$ cat config.mk
export PLATFORM = sky130hd
export DESIGN_NAME = uart_line_modem_status
export DESIGN_NICKNAME = d
export VERILOG_FILES = /design/src/uart_lms_pkg.sv /design/src/uart_line_modem_status.sv
export VERILOG_INCLUDE_DIRS = /design/src
export SDC_FILE = /design/constraint.sdc
export NUM_CORES = 1
export LEC_CHECK = 0
export BUFFER_PORTS_ARGS = -buffer_cell sky130_fd_sc_hd__buf_2
export CAP_MARGIN = 25
export CORE_ASPECT_RATIO = 2
export CORE_MARGIN = 2
export CORE_UTILIZATION = 50
export CTS_BUF_LIST = sky130_fd_sc_hd__clkbuf_16
export CTS_CLUSTER_SIZE = 25
export DETAILED_ROUTE_END_ITERATION = 10
export GPL_TIMING_DRIVEN = 1
export PLACE_DENSITY = 0.64
export SETUP_SLACK_MARGIN = 0.3
export SLEW_MARGIN = 20
export SYNTH_ARGS = -nofsm -noshare
export SYNTH_HDL_FRONTEND = slang
export SYNTH_SLANG_ARGS = --single-unit
$ cat constraint.sdc
create_clock -name I_CLK -period 10.3 [get_ports I_CLK]
set_clock_uncertainty 0.05 [all_clocks]
set_input_delay 0.515 -clock I_CLK [delete_from_list [all_inputs] [get_ports I_CLK]]
set_output_delay 0.515 -clock I_CLK [all_outputs]
set_load 0.02 [all_outputs]
$ cat src/uart_lms_params.svh
// Offsets, bit positions, reset values and counts of the line and modem status block.
`ifndef UART_LMS_PARAMS_SVH
`define UART_LMS_PARAMS_SVH
`define OFF_DATA        4'h0
`define OFF_IRQ_EN      4'h1
`define OFF_MODEM_CTRL  4'h4
`define OFF_LINE_STAT   4'h5
`define OFF_MODEM_STAT  4'h6
`define OFF_FEAT_CTRL   4'h8
`define OFF_ENH_FEAT    4'h9
`define MC_DTR          0
`define MC_RTS          1
`define MC_LOOP_RI      2
`define MC_LOOP_CD      3
`define MC_LOOP         4
`define MC_IR           6
`define MC_PRESC        7
`define IE_THR          1
`define IE_LINE         2
`define IE_MODEM        3
`define FC_RX_INV       4
`define EF_AUTO_CTS     7
`define REG_RST         8'h00
`define PRESC_LAST      2'h3
`endif

$ cat src/uart_lms_pkg.sv
// Types shared by the line and modem status block.
package uart_lms_pkg;
    typedef struct packed {
        logic       brk;
        logic       fe;
        logic       pe;
        logic [7:0] data;
    } rx_char_t;
    typedef struct packed {
        logic cd;
        logic ri;
        logic dsr;
        logic cts;
    } modem_t;
endpackage

$ cat src/uart_line_modem_status.sv
// Line status, modem status and modem control logic of one serial channel.
// Operation
// - Infrared select loads strap level after reset
// - Infrared mode routes line, transmit idles low
// - Receive invert bit flips input before decoder in infrared mode only
// - Prescaler bit selects divide by one or four
// - Line interrupt on any receive FIFO error
// - Data ready while receive FIFO holds characters
// - Full FIFO arrival sets overrun, drops character
// - Parity error belongs to head character
// - Framing error belongs to head character
// - Break flagged once, held until line high
// - Holding empty set when transmit buffer empties
// - Transmit interrupt while holding empty and enabled
// - Transmitter empty when buffer and shifter idle
// - FIFO error flag while errored characters remain
// - Change flags set on modem level changes
// - Ring change flag only on ring end
// - Auto clear-to-send pauses after current character unless ring loopback bit set
// - Clear-to-send status inverts pin or loops back
// - Data-set-ready status inverts pin or loops back
// - Ring status inverts pin or loops back
// - Carrier status inverts pin or loops back
// - Loopback bit selects loopback substitutions
`include "uart_lms_params.svh"
`timescale 1ns/1ps
`default_nettype none
module uart_line_modem_status
    import uart_lms_pkg::*;
#(
    parameter int RX_DEPTH = 64,
    parameter int TX_DEPTH = 2
) (
    input  wire logic       I_CLK,
    input  wire logic       I_SYS_RST,
    input  wire logic       I_CS,
    input  wire logic       I_RD,
    input  wire logic       I_WR,
    input  wire logic [3:0] I_ADDR,
    input  wire logic [7:0] I_WDATA,
    output logic      [7:0] O_RDATA,
    input  wire logic       I_RX_VALID,
    input  wire rx_char_t   I_RX_CHAR,
    output logic            O_TX_VALID,
    output logic      [7:0] O_TX_DATA,
    input  wire logic       I_TX_READY,
    input  wire logic       I_TX_BUSY,
    output logic            O_TX_SPACE,
    input  wire logic       I_TX_SER,
    input  wire logic       I_IR_PULSE,
    output logic            O_TX_PIN,
    input  wire logic       I_RX_PIN,
    output logic            O_RX_SER,
    output logic            O_BAUD_TICK,
    input  wire logic       I_CTS_N,
    input  wire logic       I_DSR_N,
    input  wire logic       I_RI_N,
    input  wire logic       I_CD_N,
    output logic            O_RTS_N,
    output logic            O_DTR_N,
    input  wire logic       I_IR_STRAP,
    output logic            O_IR_MODE,
    output logic            O_LSR_IRQ,
    output logic            O_THR_IRQ,
    output logic            O_MSR_IRQ
);
    localparam int RXW = $clog2(RX_DEPTH + 1);
    localparam int RXA = (RX_DEPTH > 1) ? $clog2(RX_DEPTH) : 1;
    localparam int TXW = $clog2(TX_DEPTH + 1);

    function automatic logic has_err(input rx_char_t c);
        has_err = c.pe | c.fe | c.brk;
    endfunction

    function automatic logic [RXA-1:0] ptr_inc(input logic [RXA-1:0] p);
        ptr_inc = (p == RXA'(RX_DEPTH - 1)) ? '0 : RXA'(p + 1'b1);
    endfunction

    logic [7:0]     modem_ctrl_reg_r;
    logic [7:0]     irq_enable_reg_r;
    logic [7:0]     feature_ctrl_reg_r;
    logic [7:0]     enhanced_feature_reg_r;
    logic           strap_pend_r;
    logic           overrun_r;
    logic           brk_seen_r;
    logic [1:0]     presc_cnt_r;
    modem_t         prev_r;
    logic           prev_ok_r;
    logic [3:0]     delta_r;
    rx_char_t       rx_mem_r [RX_DEPTH];
    logic [RXA-1:0] rx_wr_r;
    logic [RXA-1:0] rx_rd_r;
    logic [RXW-1:0] rx_cnt_r;
    logic [RXW-1:0] err_cnt_r;
    logic [7:0]     tx_ent_r [TX_DEPTH];
    logic [TXW-1:0] tx_cnt_r;

    // Bus decode.
    wire wr_any   = I_CS & I_WR;
    wire rd_any   = I_CS & I_RD;
    wire wr_data  = wr_any & (I_ADDR == `OFF_DATA);
    wire wr_mc    = wr_any & (I_ADDR == `OFF_MODEM_CTRL);
    wire rd_data  = rd_any & (I_ADDR == `OFF_DATA);
    wire rd_lsr   = rd_any & (I_ADDR == `OFF_LINE_STAT);
    wire rd_msr   = rd_any & (I_ADDR == `OFF_MODEM_STAT);
    wire loop_on  = modem_ctrl_reg_r[`MC_LOOP];
    wire ir_on    = modem_ctrl_reg_r[`MC_IR];

    // Modem status levels with loopback substitution.
    modem_t modem_now;
    assign modem_now.cts = loop_on ? modem_ctrl_reg_r[`MC_RTS] : ~I_CTS_N;
    assign modem_now.dsr = loop_on ? modem_ctrl_reg_r[`MC_DTR] : ~I_DSR_N;
    assign modem_now.ri  = loop_on ? modem_ctrl_reg_r[`MC_LOOP_RI] : ~I_RI_N;
    assign modem_now.cd  = loop_on ? modem_ctrl_reg_r[`MC_LOOP_CD] : ~I_CD_N;
    wire [3:0] chg = modem_now ^ prev_r;
    // Ring end: the pin rises, so the complemented status bit falls.
    wire [3:0] delta_set = prev_ok_r ?
        {chg[3], prev_r.ri & ~modem_now.ri, chg[1], chg[0]} : 4'h0;
    wire [3:0] delta_nxt = delta_set | (rd_msr ? 4'h0 : delta_r);

    // Receive FIFO; a full FIFO drops the new character, never an old one.
    wire      rx_full  = (rx_cnt_r == RXW'(RX_DEPTH));
    wire      rx_dr    = (rx_cnt_r != '0);
    rx_char_t rx_head;
    assign rx_head     = rx_mem_r[rx_rd_r];
    wire      rx_pop   = rd_data & rx_dr;
    wire      rx_drop  = I_RX_CHAR.brk & brk_seen_r;
    wire      rx_push  = I_RX_VALID & ~rx_full & ~rx_drop;
    wire      ovr_set  = I_RX_VALID & rx_full & ~rx_drop;
    wire      push_err = rx_push & has_err(I_RX_CHAR);
    wire      pop_err  = rx_pop & has_err(rx_head);
    wire [RXW-1:0] rx_cnt_nxt =
        RXW'(rx_cnt_r + {{(RXW-1){1'b0}}, rx_push} - {{(RXW-1){1'b0}}, rx_pop});
    wire [RXW-1:0] err_cnt_nxt =
        RXW'(err_cnt_r + {{(RXW-1){1'b0}}, push_err}
             - {{(RXW-1){1'b0}}, pop_err});

    // Transmit buffer: entry 0 is always the head, so the data port is a flop.
    wire           tx_full   = (tx_cnt_r == TXW'(TX_DEPTH));
    wire           tx_push   = wr_data & ~tx_full;
    wire           tx_pop    = O_TX_VALID & I_TX_READY;
    wire [TXW-1:0] tx_cnt_nxt =
        TXW'(tx_cnt_r + {{(TXW-1){1'b0}}, tx_push} - {{(TXW-1){1'b0}}, tx_pop});
    wire [TXW-1:0] tx_widx   = tx_pop ? TXW'(tx_cnt_r - 1'b1) : tx_cnt_r;
    assign O_TX_DATA = tx_ent_r[0];
    // The shifter only takes a character at a frame boundary, so withdrawing
    // valid here lets the character already in flight finish.
    wire cts_pause = enhanced_feature_reg_r[`EF_AUTO_CTS]
                   & ~modem_ctrl_reg_r[`MC_LOOP_RI] & ~modem_now.cts;
    wire thr_empty = (tx_cnt_r == '0);
    wire tx_idle   = thr_empty & ~I_TX_BUSY;

    // Line path through the infrared encoder and decoder.
    wire rx_lvl    = feature_ctrl_reg_r[`FC_RX_INV] ? ~I_RX_PIN : I_RX_PIN;
    wire rx_nxt    = ir_on ? ~rx_lvl : I_RX_PIN;
    wire tx_pin_nxt = ir_on ? (~I_TX_SER & I_IR_PULSE) : I_TX_SER;
    wire tick_nxt  = ~modem_ctrl_reg_r[`MC_PRESC]
                   | (presc_cnt_r == `PRESC_LAST);

    wire [7:0] lsr_val = {err_cnt_r != '0, tx_idle, thr_empty,
                          brk_seen_r | (rx_dr & rx_head.brk),
                          rx_dr & rx_head.fe, rx_dr & rx_head.pe,
                          overrun_r, rx_dr};
    wire [7:0] msr_val = {modem_now, delta_r};
    wire [7:0] rd_mux =
        (I_ADDR == `OFF_DATA)       ? (rx_dr ? rx_head.data : 8'h00) :
        (I_ADDR == `OFF_IRQ_EN)     ? irq_enable_reg_r :
        (I_ADDR == `OFF_MODEM_CTRL) ? modem_ctrl_reg_r :
        (I_ADDR == `OFF_LINE_STAT)  ? lsr_val :
        (I_ADDR == `OFF_MODEM_STAT) ? msr_val :
        (I_ADDR == `OFF_FEAT_CTRL)  ? feature_ctrl_reg_r :
        (I_ADDR == `OFF_ENH_FEAT)   ? enhanced_feature_reg_r : 8'h00;
    wire [7:0] mc_nxt = wr_mc ? I_WDATA :
        {modem_ctrl_reg_r[7], strap_pend_r ? I_IR_STRAP : ir_on,
         modem_ctrl_reg_r[5:0]};

    always_ff @(posedge I_CLK or posedge I_SYS_RST) begin
        if (I_SYS_RST) begin
            modem_ctrl_reg_r       <= `REG_RST;
            irq_enable_reg_r       <= `REG_RST;
            feature_ctrl_reg_r     <= `REG_RST;
            enhanced_feature_reg_r <= `REG_RST;
            strap_pend_r           <= 1'b1;
        end else begin
            strap_pend_r     <= 1'b0;
            modem_ctrl_reg_r <= mc_nxt;
            if (wr_any && I_ADDR == `OFF_IRQ_EN) begin
                irq_enable_reg_r <= I_WDATA;
            end
            if (wr_any && I_ADDR == `OFF_FEAT_CTRL) begin
                feature_ctrl_reg_r <= I_WDATA;
            end
            if (wr_any && I_ADDR == `OFF_ENH_FEAT) begin
                enhanced_feature_reg_r <= I_WDATA;
            end
        end
    end

    always_ff @(posedge I_CLK or posedge I_SYS_RST) begin
        if (I_SYS_RST) begin
            overrun_r  <= 1'b0;
            brk_seen_r <= 1'b0;
            rx_wr_r    <= '0;
            rx_rd_r    <= '0;
            rx_cnt_r   <= '0;
            err_cnt_r  <= '0;
        end else begin
            overrun_r  <= ovr_set | (overrun_r & ~rd_lsr);
            brk_seen_r <= (rx_push & I_RX_CHAR.brk)
                        | (brk_seen_r & ~O_RX_SER);
            rx_cnt_r   <= rx_cnt_nxt;
            err_cnt_r  <= err_cnt_nxt;
            if (rx_push) begin
                rx_wr_r <= ptr_inc(rx_wr_r);
            end
            if (rx_pop) begin
                rx_rd_r <= ptr_inc(rx_rd_r);
            end
        end
    end

    // Storage needs no reset; unread entries are masked by the count.
    always_ff @(posedge I_CLK) begin
        if (rx_push) begin
            rx_mem_r[rx_wr_r] <= I_RX_CHAR;
        end
    end

    always_ff @(posedge I_CLK or posedge I_SYS_RST) begin
        if (I_SYS_RST) begin
            tx_cnt_r <= '0;
            for (int i = 0; i < TX_DEPTH; i++) begin
                tx_ent_r[i] <= 8'h00;
            end
        end else begin
            tx_cnt_r <= tx_cnt_nxt;
            for (int i = 0; i < TX_DEPTH; i++) begin
                if (tx_push && tx_widx == TXW'(i)) begin
                    tx_ent_r[i] <= I_WDATA;
                end else if (tx_pop && i < TX_DEPTH - 1) begin
                    tx_ent_r[i] <= tx_ent_r[i + 1];
                end
            end
        end
    end

    always_ff @(posedge I_CLK or posedge I_SYS_RST) begin
        if (I_SYS_RST) begin
            presc_cnt_r <= 2'h0;
            prev_r      <= '0;
            prev_ok_r   <= 1'b0;
            delta_r     <= 4'h0;
        end else begin
            presc_cnt_r <= 2'(presc_cnt_r + 1'b1);
            prev_r      <= modem_now;
            prev_ok_r   <= 1'b1;
            delta_r     <= delta_nxt;
        end
    end

    always_ff @(posedge I_CLK or posedge I_SYS_RST) begin
        if (I_SYS_RST) begin
            O_RDATA     <= 8'h00;
            O_TX_VALID  <= 1'b0;
            O_TX_SPACE  <= 1'b0;
            O_TX_PIN    <= 1'b1;
            O_RX_SER    <= 1'b1;
            O_BAUD_TICK <= 1'b0;
            O_RTS_N     <= 1'b1;
            O_DTR_N     <= 1'b1;
            O_IR_MODE   <= 1'b0;
            O_LSR_IRQ   <= 1'b0;
            O_THR_IRQ   <= 1'b0;
            O_MSR_IRQ   <= 1'b0;
        end else begin
            if (rd_any) begin
                O_RDATA <= rd_mux;
            end
            O_TX_VALID  <= (tx_cnt_nxt != '0) & ~cts_pause;
            O_TX_SPACE  <= (tx_cnt_nxt != TXW'(TX_DEPTH));
            O_TX_PIN    <= tx_pin_nxt;
            O_RX_SER    <= rx_nxt;
            O_BAUD_TICK <= tick_nxt;
            O_RTS_N     <= ~mc_nxt[`MC_RTS] | mc_nxt[`MC_LOOP];
            O_DTR_N     <= ~mc_nxt[`MC_DTR] | mc_nxt[`MC_LOOP];
            O_IR_MODE   <= mc_nxt[`MC_IR];
            O_LSR_IRQ   <= irq_enable_reg_r[`IE_LINE]
                         & ((err_cnt_nxt != '0) | ovr_set | overrun_r);
            O_THR_IRQ   <= irq_enable_reg_r[`IE_THR] & thr_empty;
            O_MSR_IRQ   <= irq_enable_reg_r[`IE_MODEM] & (delta_nxt != 4'h0);
        end
    end

    property p_strap;
        @(posedge I_CLK) disable iff (I_SYS_RST)
        (strap_pend_r && !wr_mc) |=> (ir_on == $past(I_IR_STRAP));
    endproperty
    a_strap: assert property (p_strap) else $error("strap not loaded");

    property p_ir_idle;
        @(posedge I_CLK) disable iff (I_SYS_RST)
        (ir_on && I_TX_SER) |=> !O_TX_PIN;
    endproperty
    a_ir_idle: assert property (p_ir_idle) else $error("ir idle high");

    property p_div1;
        @(posedge I_CLK) disable iff (I_SYS_RST)
        !modem_ctrl_reg_r[`MC_PRESC] |=> O_BAUD_TICK;
    endproperty
    a_div1: assert property (p_div1) else $error("tick missing");

    property p_div4;
        @(posedge I_CLK) disable iff (I_SYS_RST)
        (modem_ctrl_reg_r[`MC_PRESC] && $past(modem_ctrl_reg_r[`MC_PRESC])
         && O_BAUD_TICK && !wr_mc)
            |=> !O_BAUD_TICK;
    endproperty
    a_div4: assert property (p_div4) else $error("tick too fast");

    property p_dready;
        @(posedge I_CLK) disable iff (I_SYS_RST)
        rd_lsr |=> (O_RDATA[0] == ($past(rx_cnt_r) != '0));
    endproperty
    a_dready: assert property (p_dready) else $error("data ready wrong");

    property p_overrun;
        @(posedge I_CLK) disable iff (I_SYS_RST)
        (I_RX_VALID && rx_full && !rx_drop && !rx_pop)
            |=> (overrun_r && rx_cnt_r == $past(rx_cnt_r));
    endproperty
    a_overrun: assert property (p_overrun) else $error("overrun lost");

    property p_thr_irq;
        @(posedge I_CLK) disable iff (I_SYS_RST)
        (irq_enable_reg_r[`IE_THR] && tx_cnt_r == '0) |=> O_THR_IRQ;
    endproperty
    a_thr_irq: assert property (p_thr_irq) else $error("no tx irq");

    property p_err_sum;
        @(posedge I_CLK) disable iff (I_SYS_RST)
        (rx_cnt_r == '0) |-> (err_cnt_r == '0);
    endproperty
    a_err_sum: assert property (p_err_sum) else $error("stale error");

    property p_dcts;
        @(posedge I_CLK) disable iff (I_SYS_RST)
        ($past(prev_ok_r) && !loop_on && !$past(loop_on) && $changed(I_CTS_N))
            |=> delta_r[0];
    endproperty
    a_dcts: assert property (p_dcts) else $error("cts change lost");

    property p_ring_end;
        @(posedge I_CLK) disable iff (I_SYS_RST)
        ($fell(I_RI_N) && !loop_on && !$past(loop_on) && !delta_r[2])
            |=> !delta_r[2];
    endproperty
    a_ring_end: assert property (p_ring_end) else $error("ring edge");

    property p_cts_pause;
        @(posedge I_CLK) disable iff (I_SYS_RST)
        cts_pause |=> !O_TX_VALID;
    endproperty
    a_cts_pause: assert property (p_cts_pause) else $error("cts ignored");

    property p_rd_clear;
        @(posedge I_CLK) disable iff (I_SYS_RST)
        (rd_msr && delta_set == 4'h0) |=> (delta_r == 4'h0);
    endproperty
    a_rd_clear: assert property (p_rd_clear) else $error("delta kept");
endmodule
`default_nettype wire

==> results by group <==
Flow run
  – Max-cap violations: 0

Detailed routing
  – DRT iter0 DRCs: 1464
  – WL final: 82700 microns
  – TritonRoute pass-1 iters: 5
  – Average wire per standard cell: 29.7 microns
  – Antenna Nets Post-Route: 0
  – Vias: 16800
  – DRC: 0
  – Via-to-Cell Ratio: 6.03

Setup path
  – Critical Path RT: 10.74 ns
  – Endpoint class of the critical path: flip-flop
  – Max Fanout on Critical Path: 29
  – Crit path arrival time: 6.19 ns
  – Setup CP Type: reg2reg
  – Capturing point of the worst reg2reg path: O_LSR_IRQ
  – Setup slack, reg-to-reg: 4.55 ns
  – Startpoint types: flip-flop
  – Worst r2r src: rx_rd_r[0]
  – Crit path capture: O_LSR_IRQ
  – Crit path launch: rx_rd_r[0]
  – FF-to-FF path depth: 16

Finish
  – Sequential Area: 23900 sq um
  – Area Overhead vs Synth: 11.6%
  – Fraction of layout cells with a size suffix above 1: 25.7%
  – Final Cell Area: 36500 sq um
  – Nets: 1933
  – Multi-input gate area: 8170 sq um
  – Fill cells: 4920

Timing
  – Min Tclk post-route: 5.75 ns
  – Peak Freq: 0.174 GHz
  – Worst setup margin: 4.55 ns
  – Final setup violation count: 0
  – Hold_ws: 0.0610 ns
  – Relative slew slack: 30.1%
  – Unrepaired setup endpoints after global routing: false
  – Final Cycle Share: 55.8%
  – Setup_tns: 0 ns
  – Slew @ Worst Pin: 1.05 ns
  – Final Max Tran Viols: 0
  – Fin. Hold Viols: 0

Power and ir drop
  – Comb power frac: 18.5%
  – Max IR drop VDD: 147 uV
  – Sw frac: 26.6%
  – Clock power share: 32.2%
  – Int Pwr: 0.00581 W
  – Psw: 0.00211 W
  – LEAKAGE: 12.1 nW
  – P per Cell Area: 217 nW/um^2
  – Sequential Power Share: 49.4%

Yosys
  – Warning count from the yosys run: 0
  – Register area share after synthesis: 72.9%
  – Mapped Cells: 1731
  – Largest cells by area after synthesis: edfxtp_1 65%, mux4_2 12%, dfrtp_1 7.9%
  – Synth Flop Type: edfxtp_1
  – Synth Area in Compound Gates: 3.81%
  – Post-synthesis async set-or-reset flop share: 13.3%
  – Avg Inst Size Synth: 18.9 sq um
  – Syn Std Cell Area: 32700 sq um
  – Most frequent cell after synthesis: edfxtp_1
  – Post-synth top area share: 64.6%
  – Most frequent cells after synthesis: 704 x edfxtp_1, 177 x mux4_2, 103 x dfrtp_1
  – Synth area leader: edfxtp_1
  – Post-synthesis simple-gate area fraction: 3.98%
  – Post-synth EDFFs: 704
  – Post-synthesis adder-cell area fraction: 1.08%
  – Synth Register Bits: 812
  – Fraction of synthesized area in multiplexers: 15.4%
  – Main combinational cell family by area after synthesis: multiplexers
  – Netlist cell types: 76
  – Post-synthesis xor/xnor area fraction: 0.589%
  – Syn Nets: 1797

Floorplanning
  – CORE AREA: 64700 sq um
  – Io pins: 66
  – Die X: 185 microns
  – Std-Cell Rows: 132
  – Starting Density: 50.5%
  – Die ar.: 67600 sq um
  – Die Span Y: 366 microns

GRT
  – Total GRT Usage: 24.9%
  – Largest net degree at the start of global routing: 120
  – First-pass GRT wire length: 119000 microns
  – Vias in the first global route: 17400
  – Global route overflow: 0
  – Antenna violations before repair: 1

Placement
  – Dpl cell area: 34300 sq um
  – Final GP Congestion: 0.927
  – IO buf count: 65
  – HPWL Detailed: 54200 microns
  – Post-place setup slack: 4.43 ns

Clock network
  – Post-CTS Setup Bufs: 0
  – Clk root buf: clkbuf_16
  – H-tree depth: 3
  – CTS tree: yes
  – Cts bufs inserted: 68
  – Clock latency on the worst-skew pair: 0.63 ns
  – Reg clk slew, reported paths: 0.07 ns
  – Max Root-Sink Buffers: 3
  – PostCTS Resize Cnt: 0
  – Cts hold-fix bufs: 3
  – # clock sinks: 812

Hold path
  – Hold path cells: 3
  – Hold Path Class: in2reg

Status
  – Status: complete, no violations
placed cells by master (no fill, tap or decap), drive strengths merged, types with 5 or more instances in the layout:
cell type	synthesis	routed
nand2	76	76
o21ai	38	38
dfstp	5	5
a2111oi	5	5
a21oi	41	41
or3	5	5
nor2	97	97
edfxtp	704	704
bufinv	0	6
a22oi	28	28
nor3	12	12
buf	56	157
dfrtp	103	103
nand2b	14	14
xor2	8	8
nand3b	7	7
ha	25	25
clkinv	1	18
inv	39	61
a211oi	9	9
mux4	180	180
mux2	46	46
clkbuf	38	71
xnor2	14	14
a21o	5	5
and2	6	6
nand3	21	21
a31oi	12	12
nor4	6	6
mux2i	47	47
nor2b	14	14
worst min path at each step:
| stage | from | end | slack, ns |
|---|---|---|---|
| 6_report | I_IR_PULSE | O_TX_PIN | 0.06 |
| 2_1_floorplan | presc_cnt_r[0] | presc_cnt_r[0] | 0.35 |
| 5_1_grt | I_IR_PULSE | O_TX_PIN | 0.05 |
| 4_1_cts | I_IR_PULSE | O_TX_PIN | 0.02 |
| 3_5_place_dp | presc_cnt_r[0] | presc_cnt_r[0] | 0.37 |
| 3_3_place_gp | presc_cnt_r[0] | presc_cnt_r[0] | 0.36 |
routing by layer:
| layer | vias to the layer above | global-route usage (%) | routed length [microns] |
|---|---|---|---|
| li1 | 7172 | - | - |
| met1 | 8824 | 26.9 | 27700 |
| met2 | 631 | 45.9 | 46000 |
| met3 | 176 | 3.96 | 4420 |
| met4 | 0 | 13.4 | 4550 |
| met5 | - | 0 | 0 |
cells by family after synthesis:
group,Yosys count
flops,812
simple gates,276
mux,273
compound gates,185
buf+inv,134
fa+ha+maj,27
xor+xnor,22
other cells,2
critical path: stages (launching register included):
cell and delay, ns:
dfrtp_4 0.77, buf_4 0.53, buf_12 0.30, mux4_2 0.53, a22oi_1 0.38, a21oi_1 0.17
nor4_1 0.46, a31oi_1 0.28, ha_1 0.37, inv_1 0.05, ha_1 0.21, fa_1 0.44
a21oi_1 0.15, o21bai_1 0.10, xor2_1 0.17, or3_1 0.38, o31a_1 0.24
cell type report:
class	instances	area share, %
diodes	1	0.00685
clock buffers	71	4.87
clock inverters	48	1.01
inverters	40	0.418
multi-input cells	785	22.4
flip-flops and latches	812	65.4
well taps	871	2.99
repair buffers	160	2.98
registers in the layout, summed over array words and instances, names as in the netlist, 4 cells and up:
| signal | count |
|---|---|
| prev_r | 4 |
| rx_cnt_r | 7 |
| O_RDATA | 8 |
| O_TX_DATA | 8 |
| feature_ctrl_reg_r | 8 |
| rx_rd_r | 6 |
| err_cnt_r | 7 |
| enhanced_feature_reg_r | 8 |
| tx_ent_r | 8 |
| rx_wr_r | 6 |
| irq_enable_reg_r | 8 |
| rx_mem_r | 704 |
| delta_r | 4 |
| modem_ctrl_reg_r | 8 |
stage by stage:
| stage | utilization [%] | total power [W] | cells |
|---|---|---|---|
| 2_1_floorplan | - | 0.00500 | 1731 |
| 5_1_grt | 56.4 | 0.00819 | 2788 |
| 3_5_place_dp | 53.0 | 0.00544 | 2663 |
| 6_report | 56.4 | 0.00791 | 2788 |
| 4_1_cts | 56.3 | 0.00797 | 2785 |
| 3_3_place_gp | 52.9 | 0.00541 | 2660 |
power by group through the flow:
stage               sequential [W]  clock, W  combinational [W]
detailed placement         0.00398         0            0.00147
global placement           0.00397         0            0.00144
finish                     0.00391   0.00254            0.00146
CTS                        0.00391   0.00259            0.00147
global route               0.00393   0.00270            0.00157
floorplan                  0.00391         0            0.00109
(Power assumes the default switching activity.)
